File: src/logic/amci_pkg.sv
// package: register map, field layout and codes of the slot memory control
package amci_pkg;

  // ==========================================================================
  // register offsets, byte addresses on the 32-bit bus
  localparam logic [7:0] AMCI_CTRL_OFF       = 8'h00;
  localparam logic [7:0] AMCI_STAT_OFF       = 8'h04;
  localparam logic [7:0] AMCI_IE_OFF         = 8'h08;
  localparam logic [7:0] AMCI_IFG_OFF        = 8'h0C;
  localparam logic [7:0] AMCI_IV_OFF         = 8'h10;
  localparam logic [7:0] AMCI_EVT_STAT_OFF   = 8'h14;
  localparam logic [7:0] AMCI_EVT_CLR_OFF    = 8'h18;
  localparam logic [7:0] AMCI_EVT_EN_OFF     = 8'h1C;
  localparam logic [7:0] AMCI_SLOT_CTRL_BASE = 8'h40;
  localparam logic [7:0] AMCI_RESULT_BASE    = 8'h80;

  // ==========================================================================
  // field positions
  localparam int AMCI_CTRL_EN_BIT    = 0;
  localparam int AMCI_CTRL_MODE_LSB  = 1;
  localparam int AMCI_CTRL_FIRST_LSB = 4;
  localparam int AMCI_STAT_BUSY_BIT  = 0;
  localparam int AMCI_STAT_SLOT_LSB  = 4;
  localparam int AMCI_EVT_SLOT_OVF   = 0;
  localparam int AMCI_EVT_TIME_OVF   = 1;
  localparam int AMCI_EVT_SEQ_DONE   = 2;
  localparam int AMCI_EVT_W          = 3;

  // ==========================================================================
  // reset values
  localparam logic [7:0]  AMCI_SLOT_CTRL_RST = 8'h00;
  localparam logic [15:0] AMCI_IE_RST        = 16'h0000;
  localparam logic [15:0] AMCI_IFG_RST       = 16'h0000;
  localparam logic [15:0] AMCI_IV_RST        = 16'h0000;
  localparam logic [3:0]  AMCI_FIRST_RST     = 4'h0;
  localparam logic [2:0]  AMCI_EVT_RST       = 3'h0;

  // ==========================================================================
  // interrupt vector codes
  localparam logic [15:0] AMCI_VEC_NONE      = 16'h0000;
  localparam logic [15:0] AMCI_VEC_SLOT_OVF  = 16'h0002;
  localparam logic [15:0] AMCI_VEC_TIME_OVF  = 16'h0004;
  localparam logic [15:0] AMCI_VEC_SLOT_BASE = 16'h0006;

  // ==========================================================================
  // types
  typedef enum logic [1:0] {
    AMCI_SINGLE     = 2'h0,
    AMCI_SEQ        = 2'h1,
    AMCI_REP_SINGLE = 2'h2,
    AMCI_REP_SEQ    = 2'h3
  } amci_seq_mode_t;

  typedef enum logic [1:0] {
    AMCI_IDLE = 2'h1,
    AMCI_RUN  = 2'h2
  } amci_state_t;

  // one slot control entry: marker, reference pair, input channel
  typedef struct packed {
    logic       eos;
    logic [2:0] ref_sel;
    logic [3:0] chan;
  } amci_slot_ctrl_t;

  // answer of the conversion core
  typedef struct packed {
    logic        result_valid;
    logic        time_overflow;
    logic [15:0] data;
  } amci_core_rsp_t;

endpackage : amci_pkg

File: src/logic/amci_mem_ctrl_irq.sv
// slot memory control, result flags and interrupt vector with avalon slave
//
// Notes on behaviour
// - slot entries frozen while conversion is enabled
// - bit 7 marks the last slot
// - bits 6-4 pick the reference pair
// - bits 3-0 pick the input channel
// - enable bit n gates flag n
// - result load into slot n sets flag n
// - slot access clears flag; software may write flags
// - vector reads zero when nothing pending
// - slot overflow 02h first, time overflow 04h next
// - flag n gives 06h plus 2n, low first
// - first slot address starts every sequence
// - mode field picks single, sequence, repeats
//
// Register access over Avalon-MM and the placing of the registers were decided locally.
`timescale 1ns/1ns
module amci_mem_ctrl_irq #(
  parameter int NUM_SLOTS = 16
) (
  input  wire logic                       ref_clk_i,
  input  wire logic                       reset_i,
  input  wire logic [7:0]                 avs_address_i,
  input  wire logic                       avs_read_i,
  input  wire logic                       avs_write_i,
  input  wire logic [31:0]                avs_writedata_i,
  input  wire logic [3:0]                 avs_byteenable_i,
  output logic      [31:0]                avs_readdata_o,
  output logic                            avs_waitrequest_o,
  input  wire amci_pkg::amci_core_rsp_t   core_rsp_i,
  input  wire logic                       conv_start_i,
  output logic                            conv_enable_o,
  output amci_pkg::amci_seq_mode_t        seq_mode_o,
  output logic      [3:0]                 cur_slot_o,
  output amci_pkg::amci_slot_ctrl_t       cur_ctrl_o,
  output logic                            busy_o,
  output logic                            irq_o
);

  // ==========================================================================
  // parameter check
  if (NUM_SLOTS < 2 || NUM_SLOTS > 16) begin : g_bad_slots
    $error("amci_mem_ctrl_irq: NUM_SLOTS must lie in 2..16");
  end

  localparam logic [3:0] LAST_SLOT = 4'(NUM_SLOTS - 1);

  // ==========================================================================
  // decode helpers
  function automatic logic region_hit(input logic [7:0] addr,
                                      input logic [7:0] base);
    return (addr[7:6] == base[7:6]) && (addr[1:0] == 2'h0) &&
           (addr[5:2] <= LAST_SLOT);
  endfunction : region_hit

  function automatic logic [3:0] slot_of(input logic [7:0] addr);
    return addr[5:2];
  endfunction : slot_of

  function automatic logic [15:0] merge16(input logic [15:0] old,
                                          input logic [15:0] wd,
                                          input logic [1:0]  be);
    return {be[1] ? wd[15:8] : old[15:8], be[0] ? wd[7:0] : old[7:0]};
  endfunction : merge16

  function automatic logic [3:0] next_slot(input logic [3:0] s);
    return (s == LAST_SLOT) ? 4'h0 : s + 4'h1;
  endfunction : next_slot

  // ==========================================================================
  // state
  amci_pkg::amci_slot_ctrl_t ctrl_q [NUM_SLOTS];
  logic [15:0]               result_q [NUM_SLOTS];
  logic [NUM_SLOTS-1:0]      ie_q;
  logic [NUM_SLOTS-1:0]      ifg_q;
  logic [NUM_SLOTS-1:0]      ifg_d;
  logic [2:0]                evt_q;
  logic [2:0]                evt_en_q;
  logic [2:0]                evt_set;
  logic [2:0]                evt_clr;
  logic                      en_q;
  amci_pkg::amci_seq_mode_t  mode_q;
  logic [3:0]                first_q;
  amci_pkg::amci_state_t     state_q;
  amci_pkg::amci_state_t     state_d;
  logic [3:0]                cur_slot_q;
  logic [3:0]                slot_d;
  amci_pkg::amci_slot_ctrl_t cur_ctrl_q;
  logic                      busy_q;
  logic [15:0]               iv_q;
  logic [15:0]               vec_now;
  logic                      irq_q;
  logic                      wait_q;
  logic [31:0]               rdata_q;
  logic [31:0]               rd_mux;
  logic                      req;
  logic                      acc;
  logic                      acc_wr;
  logic                      acc_rd;
  logic                      res_hit;
  logic                      ctl_hit;
  logic                      load;
  logic                      seq_end;

  // ==========================================================================
  // avalon slave: one wait cycle per request, then a single acceptance edge
  assign req     = avs_read_i | avs_write_i;
  assign acc     = req & ~wait_q;
  assign acc_wr  = acc & avs_write_i;
  assign acc_rd  = acc & avs_read_i;
  assign res_hit = region_hit(avs_address_i, amci_pkg::AMCI_RESULT_BASE);
  assign ctl_hit = region_hit(avs_address_i, amci_pkg::AMCI_SLOT_CTRL_BASE);

  // waitrequest idles high so a request is never taken before data is ready
  always_ff @(posedge ref_clk_i) begin
    if (reset_i) begin
      wait_q <= 1'b1;
    end else if (acc) begin
      wait_q <= 1'b1;
    end else if (req) begin
      wait_q <= 1'b0;
    end
  end

  // read mux; unmapped and write-only addresses read zero
  always_comb begin
    rd_mux = 32'h0000_0000;
    case (avs_address_i)
      amci_pkg::AMCI_CTRL_OFF: begin
        rd_mux[amci_pkg::AMCI_CTRL_EN_BIT]         = en_q;
        rd_mux[amci_pkg::AMCI_CTRL_MODE_LSB +: 2]  = mode_q;
        rd_mux[amci_pkg::AMCI_CTRL_FIRST_LSB +: 4] = first_q;
      end
      amci_pkg::AMCI_STAT_OFF: begin
        rd_mux[amci_pkg::AMCI_STAT_BUSY_BIT]      = busy_q;
        rd_mux[amci_pkg::AMCI_STAT_SLOT_LSB +: 4] = cur_slot_q;
      end
      amci_pkg::AMCI_IE_OFF:       rd_mux[NUM_SLOTS-1:0] = ie_q;
      amci_pkg::AMCI_IFG_OFF:      rd_mux[NUM_SLOTS-1:0] = ifg_q;
      amci_pkg::AMCI_IV_OFF:       rd_mux[15:0] = iv_q;
      amci_pkg::AMCI_EVT_STAT_OFF: rd_mux[2:0] = evt_q;
      amci_pkg::AMCI_EVT_EN_OFF:   rd_mux[2:0] = evt_en_q;
      default: begin
        if (ctl_hit) begin
          rd_mux[7:0] = ctrl_q[slot_of(avs_address_i)];
        end else if (res_hit) begin
          rd_mux[15:0] = result_q[slot_of(avs_address_i)];
        end
      end
    endcase
  end

  // read data is caught in the wait cycle and stands at the accept edge
  always_ff @(posedge ref_clk_i) begin
    if (reset_i) begin
      rdata_q <= 32'h0000_0000;
    end else if (avs_read_i && wait_q) begin
      rdata_q <= rd_mux;
    end
  end

  // ==========================================================================
  // main control word; mode and start slot locked while enabled
  always_ff @(posedge ref_clk_i) begin
    if (reset_i) begin
      en_q    <= 1'b0;
      mode_q  <= amci_pkg::AMCI_SINGLE;
      first_q <= amci_pkg::AMCI_FIRST_RST;
    end else if (acc_wr && avs_address_i == amci_pkg::AMCI_CTRL_OFF &&
                 avs_byteenable_i[0]) begin
      en_q <= avs_writedata_i[amci_pkg::AMCI_CTRL_EN_BIT];
      if (!en_q) begin
        mode_q <= amci_pkg::amci_seq_mode_t'(
                    avs_writedata_i[amci_pkg::AMCI_CTRL_MODE_LSB +: 2]);
        // a start slot beyond the last one would never be reached
        if (avs_writedata_i[amci_pkg::AMCI_CTRL_FIRST_LSB +: 4] <= LAST_SLOT)
        begin
          first_q <= avs_writedata_i[amci_pkg::AMCI_CTRL_FIRST_LSB +: 4];
        end
      end
    end
  end

  // slot control entries, writes dropped while enabled
  always_ff @(posedge ref_clk_i) begin
    if (reset_i) begin
      for (int i = 0; i < NUM_SLOTS; i++) begin
        ctrl_q[i] <= amci_pkg::AMCI_SLOT_CTRL_RST;
      end
    end else if (acc_wr && ctl_hit && avs_byteenable_i[0] && !en_q) begin
      ctrl_q[slot_of(avs_address_i)] <=
        amci_pkg::amci_slot_ctrl_t'(avs_writedata_i[7:0]);
    end
  end

  // interrupt enables and event enables
  always_ff @(posedge ref_clk_i) begin
    if (reset_i) begin
      ie_q     <= amci_pkg::AMCI_IE_RST[NUM_SLOTS-1:0];
      evt_en_q <= amci_pkg::AMCI_EVT_RST;
    end else if (acc_wr) begin
      if (avs_address_i == amci_pkg::AMCI_IE_OFF) begin
        ie_q <= NUM_SLOTS'(merge16(16'(ie_q), avs_writedata_i[15:0],
                                   avs_byteenable_i[1:0]));
      end
      if (avs_address_i == amci_pkg::AMCI_EVT_EN_OFF && avs_byteenable_i[0])
      begin
        evt_en_q <= avs_writedata_i[2:0];
      end
    end
  end

  // ==========================================================================
  // conversion sequencing
  assign load = core_rsp_i.result_valid && (state_q == amci_pkg::AMCI_RUN);

  always_comb begin
    state_d = state_q;
    slot_d  = cur_slot_q;
    seq_end = 1'b0;
    case (state_q)
      amci_pkg::AMCI_IDLE: begin
        if (en_q && conv_start_i) begin
          state_d = amci_pkg::AMCI_RUN;
          slot_d  = first_q;
        end
      end
      amci_pkg::AMCI_RUN: begin
        if (!en_q) begin
          state_d = amci_pkg::AMCI_IDLE;
        end else if (load) begin
          case (mode_q)
            amci_pkg::AMCI_SINGLE: begin
              state_d = amci_pkg::AMCI_IDLE;
              seq_end = 1'b1;
            end
            amci_pkg::AMCI_REP_SINGLE: begin
              slot_d = cur_slot_q;
            end
            amci_pkg::AMCI_SEQ: begin
              if (ctrl_q[cur_slot_q].eos) begin
                state_d = amci_pkg::AMCI_IDLE;
                seq_end = 1'b1;
              end else begin
                slot_d = next_slot(cur_slot_q);
              end
            end
            default: begin
              slot_d = ctrl_q[cur_slot_q].eos ? first_q
                                              : next_slot(cur_slot_q);
            end
          endcase
        end
      end
      default: state_d = amci_pkg::AMCI_IDLE;
    endcase
  end

  // sequencer registers; control entry lags the slot pointer by one cycle
  always_ff @(posedge ref_clk_i) begin
    if (reset_i) begin
      state_q    <= amci_pkg::AMCI_IDLE;
      cur_slot_q <= amci_pkg::AMCI_FIRST_RST;
      busy_q     <= 1'b0;
      cur_ctrl_q <= amci_pkg::AMCI_SLOT_CTRL_RST;
    end else begin
      state_q    <= state_d;
      cur_slot_q <= slot_d;
      busy_q     <= (state_d == amci_pkg::AMCI_RUN);
      cur_ctrl_q <= ctrl_q[cur_slot_q];
    end
  end

  // result memory holds data only, so it carries no reset
  always_ff @(posedge ref_clk_i) begin
    if (load) begin
      result_q[cur_slot_q] <= core_rsp_i.data;
    end else if (acc_wr && res_hit) begin
      result_q[slot_of(avs_address_i)] <= merge16(
        result_q[slot_of(avs_address_i)], avs_writedata_i[15:0],
        avs_byteenable_i[1:0]);
    end
  end

  // ==========================================================================
  // slot flags: software write, then access clear, then load set wins
  always_comb begin
    ifg_d = ifg_q;
    if (acc_wr && avs_address_i == amci_pkg::AMCI_IFG_OFF) begin
      ifg_d = NUM_SLOTS'(merge16(16'(ifg_q), avs_writedata_i[15:0],
                                 avs_byteenable_i[1:0]));
    end
    if (acc && res_hit) begin
      ifg_d[slot_of(avs_address_i)] = 1'b0;
    end
    if (load) begin
      ifg_d[cur_slot_q] = 1'b1;
    end
  end

  always_ff @(posedge ref_clk_i) begin
    if (reset_i) begin
      ifg_q <= amci_pkg::AMCI_IFG_RST[NUM_SLOTS-1:0];
    end else begin
      ifg_q <= ifg_d;
    end
  end

  // sticky events; overwrite of an unread slot counts as overflow
  always_comb begin
    evt_set = 3'h0;
    evt_set[amci_pkg::AMCI_EVT_SLOT_OVF] = load & ifg_q[cur_slot_q];
    evt_set[amci_pkg::AMCI_EVT_TIME_OVF] = core_rsp_i.time_overflow;
    evt_set[amci_pkg::AMCI_EVT_SEQ_DONE] = seq_end;
    evt_clr = 3'h0;
    if (acc_wr && avs_address_i == amci_pkg::AMCI_EVT_CLR_OFF &&
        avs_byteenable_i[0]) begin
      evt_clr = avs_writedata_i[2:0];
    end
  end

  always_ff @(posedge ref_clk_i) begin
    if (reset_i) begin
      evt_q <= amci_pkg::AMCI_EVT_RST;
    end else begin
      evt_q <= (evt_q & ~evt_clr) | evt_set;
    end
  end

  // ==========================================================================
  // vector and request, registered one cycle after the sources
  amci_vec_enc #(
    .NUM_SLOTS (NUM_SLOTS)
  ) u_vec_enc (
    .slot_pend_i (ifg_q & ie_q),
    .slot_ovf_i  (evt_q[amci_pkg::AMCI_EVT_SLOT_OVF] &
                  evt_en_q[amci_pkg::AMCI_EVT_SLOT_OVF]),
    .time_ovf_i  (evt_q[amci_pkg::AMCI_EVT_TIME_OVF] &
                  evt_en_q[amci_pkg::AMCI_EVT_TIME_OVF]),
    .vector_o    (vec_now)
  );

  always_ff @(posedge ref_clk_i) begin
    if (reset_i) begin
      iv_q  <= amci_pkg::AMCI_IV_RST;
      irq_q <= 1'b0;
    end else begin
      iv_q  <= vec_now;
      irq_q <= (|(ifg_q & ie_q)) | (|(evt_q & evt_en_q));
    end
  end

  // outputs, all straight from flops
  assign avs_readdata_o    = rdata_q;
  assign avs_waitrequest_o = wait_q;
  assign conv_enable_o     = en_q;
  assign seq_mode_o        = mode_q;
  assign cur_slot_o        = cur_slot_q;
  assign cur_ctrl_o        = cur_ctrl_q;
  assign busy_o            = busy_q;
  assign irq_o             = irq_q;

  logic                      lock_hit_q;
  logic [3:0]                lock_idx_q;
  amci_pkg::amci_slot_ctrl_t lock_val_q;

  always_ff @(posedge ref_clk_i) begin
    lock_hit_q <= acc_wr && ctl_hit && en_q;
    lock_idx_q <= slot_of(avs_address_i);
    lock_val_q <= ctrl_q[slot_of(avs_address_i)];
  end
endmodule : amci_mem_ctrl_irq

File: src/logic/amci_vec_enc.sv
// prioritised interrupt vector encoder of the slot memory control
`timescale 1ns/1ns
module amci_vec_enc #(
  parameter int NUM_SLOTS = 16
) (
  input  wire logic [NUM_SLOTS-1:0] slot_pend_i,
  input  wire logic                 slot_ovf_i,
  input  wire logic                 time_ovf_i,
  output logic      [15:0]          vector_o
);

  // ==========================================================================
  // parameter check
  if (NUM_SLOTS < 2 || NUM_SLOTS > 16) begin : g_bad_slots
    $error("amci_vec_enc: NUM_SLOTS must lie in 2..16");
  end

  // ==========================================================================
  // lowest pending slot wins, so scan downward and let the last hit stand
  function automatic logic [15:0] slot_code(
    input logic [NUM_SLOTS-1:0] pend
  );
    logic [15:0] code;
    code = amci_pkg::AMCI_VEC_NONE;
    for (int i = NUM_SLOTS - 1; i >= 0; i--) begin
      if (pend[i]) begin
        code = amci_pkg::AMCI_VEC_SLOT_BASE + 16'(2 * i);
      end
    end
    return code;
  endfunction : slot_code

  // overflow sources sit above every slot flag
  always_comb begin
    if (slot_ovf_i) begin
      vector_o = amci_pkg::AMCI_VEC_SLOT_OVF;
    end else if (time_ovf_i) begin
      vector_o = amci_pkg::AMCI_VEC_TIME_OVF;
    end else begin
      vector_o = slot_code(slot_pend_i);
    end
  end

endmodule : amci_vec_enc

File: config.mk
export PLATFORM = sky130hd
export DESIGN_NAME = amci_mem_ctrl_irq
export DESIGN_NICKNAME = d
export VERILOG_FILES = /design/src/logic/amci_pkg.sv /design/src/logic/amci_mem_ctrl_irq.sv /design/src/logic/amci_vec_enc.sv
export SDC_FILE = /design/constraint.sdc
export NUM_CORES = 1
export LEC_CHECK = 0
export BUFFER_PORTS_ARGS = -buffer_cell sky130_fd_sc_hd__buf_4
export CAP_MARGIN = 20
export CELL_PAD_IN_SITES_DETAIL_PLACEMENT = 1
export CELL_PAD_IN_SITES_GLOBAL_PLACEMENT = 2
export CORE_ASPECT_RATIO = 0.6
export CORE_MARGIN = 1
export CORE_UTILIZATION = 45
export DETAILED_ROUTE_END_ITERATION = 8
export PLACE_DENSITY = 0.78
export SLEW_MARGIN = 20
export SYNTH_ARGS = -nofsm -noshare
export SYNTH_HDL_FRONTEND = slang
export SYNTH_SLANG_ARGS = --single-unit
File: constraint.sdc
create_clock -name ref_clk_i -period 3.5 [get_ports ref_clk_i]
set_clock_uncertainty 0.2 [all_clocks]
set_input_delay 0.7 -clock ref_clk_i [delete_from_list [all_inputs] [get_ports ref_clk_i]]
set_output_delay 0.7 -clock ref_clk_i [all_outputs]
set_load 0.05 [all_outputs]
==> reports/metrics.cfg <==
[placed_design]
port_buffers=82
place_congestion=0.863
hpwl_um=48000

[job]
max-cap-violations=0

[yosys]
ys_ff_latch=471
synth_cells=1438
syn_avg_cell_area_um2=15.0
synthTopCellsByCount=edfxtp_1, mux4_2, and2_1
synthTopCellsByArea=edfxtp_1, mux4_2, dfxtp_1, and2_1, mux2i_1
syn-cell-area_um2=21600
yosysTopAreaCell=edfxtp_1
synth.most_common_cell=edfxtp_1
synth_top_flop_cell=edfxtp_1
synth_edf_count=384
ys_seq_area_share_pct=61.5
synth.distinct_cells=64
synthArstFlopShare_pct=0
ys_warn_count=0
yosysTopAreaCellShare_pct=53.5

[setup_path]
required_ns=3.76
cp.arrival_ns=3.32
crit_path_end_kind=flop
crit_slowest_cell=mux2i_1
slowest_delay_ns=0.60
worstSetupPathType=flop to flop
startpoint_type=flop
crit_chain=buf_4 -> mux2i_1 -> and3_1 -> or4_1 -> nand3_2 -> a311o_1 -> a311oi_1
cp_max_fo=11

[global_route]
grt_pass1_wl_um=98300
grt_max_degree=100
grtUsageTotal_pct=28.3
grt_overflow=0
grt_pass1_vias=13900
antenna_found_initial=2

[timing]
hold_viol_final=0
timing.setup.tns_ns=0
tightest_slew_ns=1.01
fin_crit_ns=3.06
slew_violations=0
maxSlewHeadroom_pct=33.0
setup_viol=0
fmax_mhz=327
rsz0062_at_grt=no
fin_crit_sh_pct=87.4

[cts]
cts_resized=0
path_clk_slew_ns=0.06
clock_latency_ns=0.59
clock_sinks=471
cts_buffer_depth=3
cts_tree=built
cts_setup_buffers=0
cts-root-buf=clkbuf_16
numCtsBuffers=45
hold_buffers=0
htreeDepth=2

[floorplan]
start_util_pct=46.1
num_io_pins=117
rows=61
core_area_um2=46800
dieArea_um2=48800
die_h_um=172
die_w_um=285

[drt]
drc=0
dr.pass1.iters=5
detail_route.iter0.violations=1661
wl_per_cell_um=30.4
drtAntennaViolNets=0
vias=13800
wl_um=68600
viasPerCell=6.13

[power_and_ir_drop]
ir_drop_v=0.000406
power_density_nw_per_um2=480
p_leak_nw=8.76

[layout]
drive_above_1_share_pct=28.9
finish.utilization_pct=53.7
syn_to_final_growth_pct=16.5
num-nets-final=1663

[outcome]
status=finished clean

[min_path]
hold_class=primary input to flop

==> sequential cells by signal, summed over array words and instances (netlist names), 2 cells and up, named ones only <==
signal	count
state_q	2
ie_q	16
first_q	4
evt_q	3
cur_ctrl_o	8
seq_mode_o	2
ifg_q	16
iv_q	5
result_q	256
ctrl_q	128
avs_readdata_o	16
evt_en_q	3
cur_slot_o	4
==> metal layers <==
layer / GRT usage, % / up-vias / wire length, µm
met5: 0 / - / 9
met1: 43.8 / 7336 / 32000
met3: 8.18 / 77 / 7120
met4: 5.35 / 2 / 1120
li1: - / 5829 / -
met2: 39.5 / 603 / 28400
==> path summary, 6_finish.rpt <==
path,from,endpoint,slack [ns],cells past startpoint
hold reg to reg,ie_q[7],ie_q[7],0.27,2
hold / removal,core_rsp_i[16],evt_q[1],0.17,3
setup reg to reg,flop,flop,0.44,7
setup / recovery,flop,flop,0.44,7
==> through the flow <==
| step | total power [mW] | std cells | worst slack [ns] | hold WS (ns) | area (µm²) |
|---|---|---|---|---|---|
| 3_3_place_gp | 7.21 | 2172 | 0.102 | 0.257 | 23600 |
| 4_1_cts | 12.1 | 2256 | 0.504 | 0.147 | 25100 |
| 2_1_floorplan | 6.85 | 1453 | 0.192 | 0.242 | 21600 |
| 3_5_place_dp | 7.23 | 2172 | 0.0317 | 0.265 | 23600 |
| 6_report | 12.1 | 2258 | 0.443 | 0.165 | 25100 |
| 5_1_grt | 12.4 | 2257 | 0.265 | 0.172 | 25100 |
==> where the power goes <==
part | internal [mW] | switching (mW)
logic | 0.356 | 0.599
clock network | 2.73 | 2.21
registers | 6.12 | 0.0451
==> placed cells by master (no fill, tap or decap), types with 5 or more instances in the layout <==
master       n
dfxtp_1     86
clkinv_1     5
and2_1     134
nand3_1     14
or2_2       18
ha_1         6
mux2_1       8
and3_1       6
clkbuf_16   45
edfxtp_1   384
nor2b_1     13
a32oi_1      5
nor3_1      21
mux2i_1     73
clkbuf_8     8
buf_12      16
inv_1       10
nor2_2      17
a21oi_2      6
conb_1      16
clkbuf_1    17
a211oi_1    11
a21oi_1     47
buf_4      185
nand2b_1    12
o21ai_1      8
o221ai_1     8
nor2_1      89
mux4_2     155
a31oi_1      8
a22oi_1      9
nand2_1     85
o21ai_0     30
==> logic make-up (layout without fill, tap and decap cells) <==
kind of cell | after synthesis | after routing | synth area share (%)
adder cells (fa/ha/maj) | 6 | 6 | 0.348
XOR/XNOR | 1 | 1 | 0.0406
AND/OR/NAND/NOR | 436 | 436 | 10.5
other | 1 | 17 | 0.0174
flip-flops | 471 | 471 | 61.5
AO/OA/AOI/OAI | 162 | 162 | 4.73
multiplexers | 236 | 236 | 20.0
buffers and inverters | 125 | 299 | 2.82
==> final cells by class <==
class                   instances  area, µm²
inverters                      12       45.0
diodes                          1       2.50
flip-flops and latches        471      13300
repair buffers                203       1730
clock inverters                14        170
multi-input cells             857       7820
clock buffers                  70       1300
fillers                      4414      21700
well taps                     630        788
==> critical path, delay by kind of cell, from the launching register on <==
family / cells / cell delay (ns)
flip-flops: 1 / 0.51
AO/OA/AOI/OAI: 2 / 0.67
multiplexers: 1 / 0.60
AND/OR/NAND/NOR: 3 / 0.62
buffers and inverters: 1 / 0.32
(Power assumes the default switching activity.)
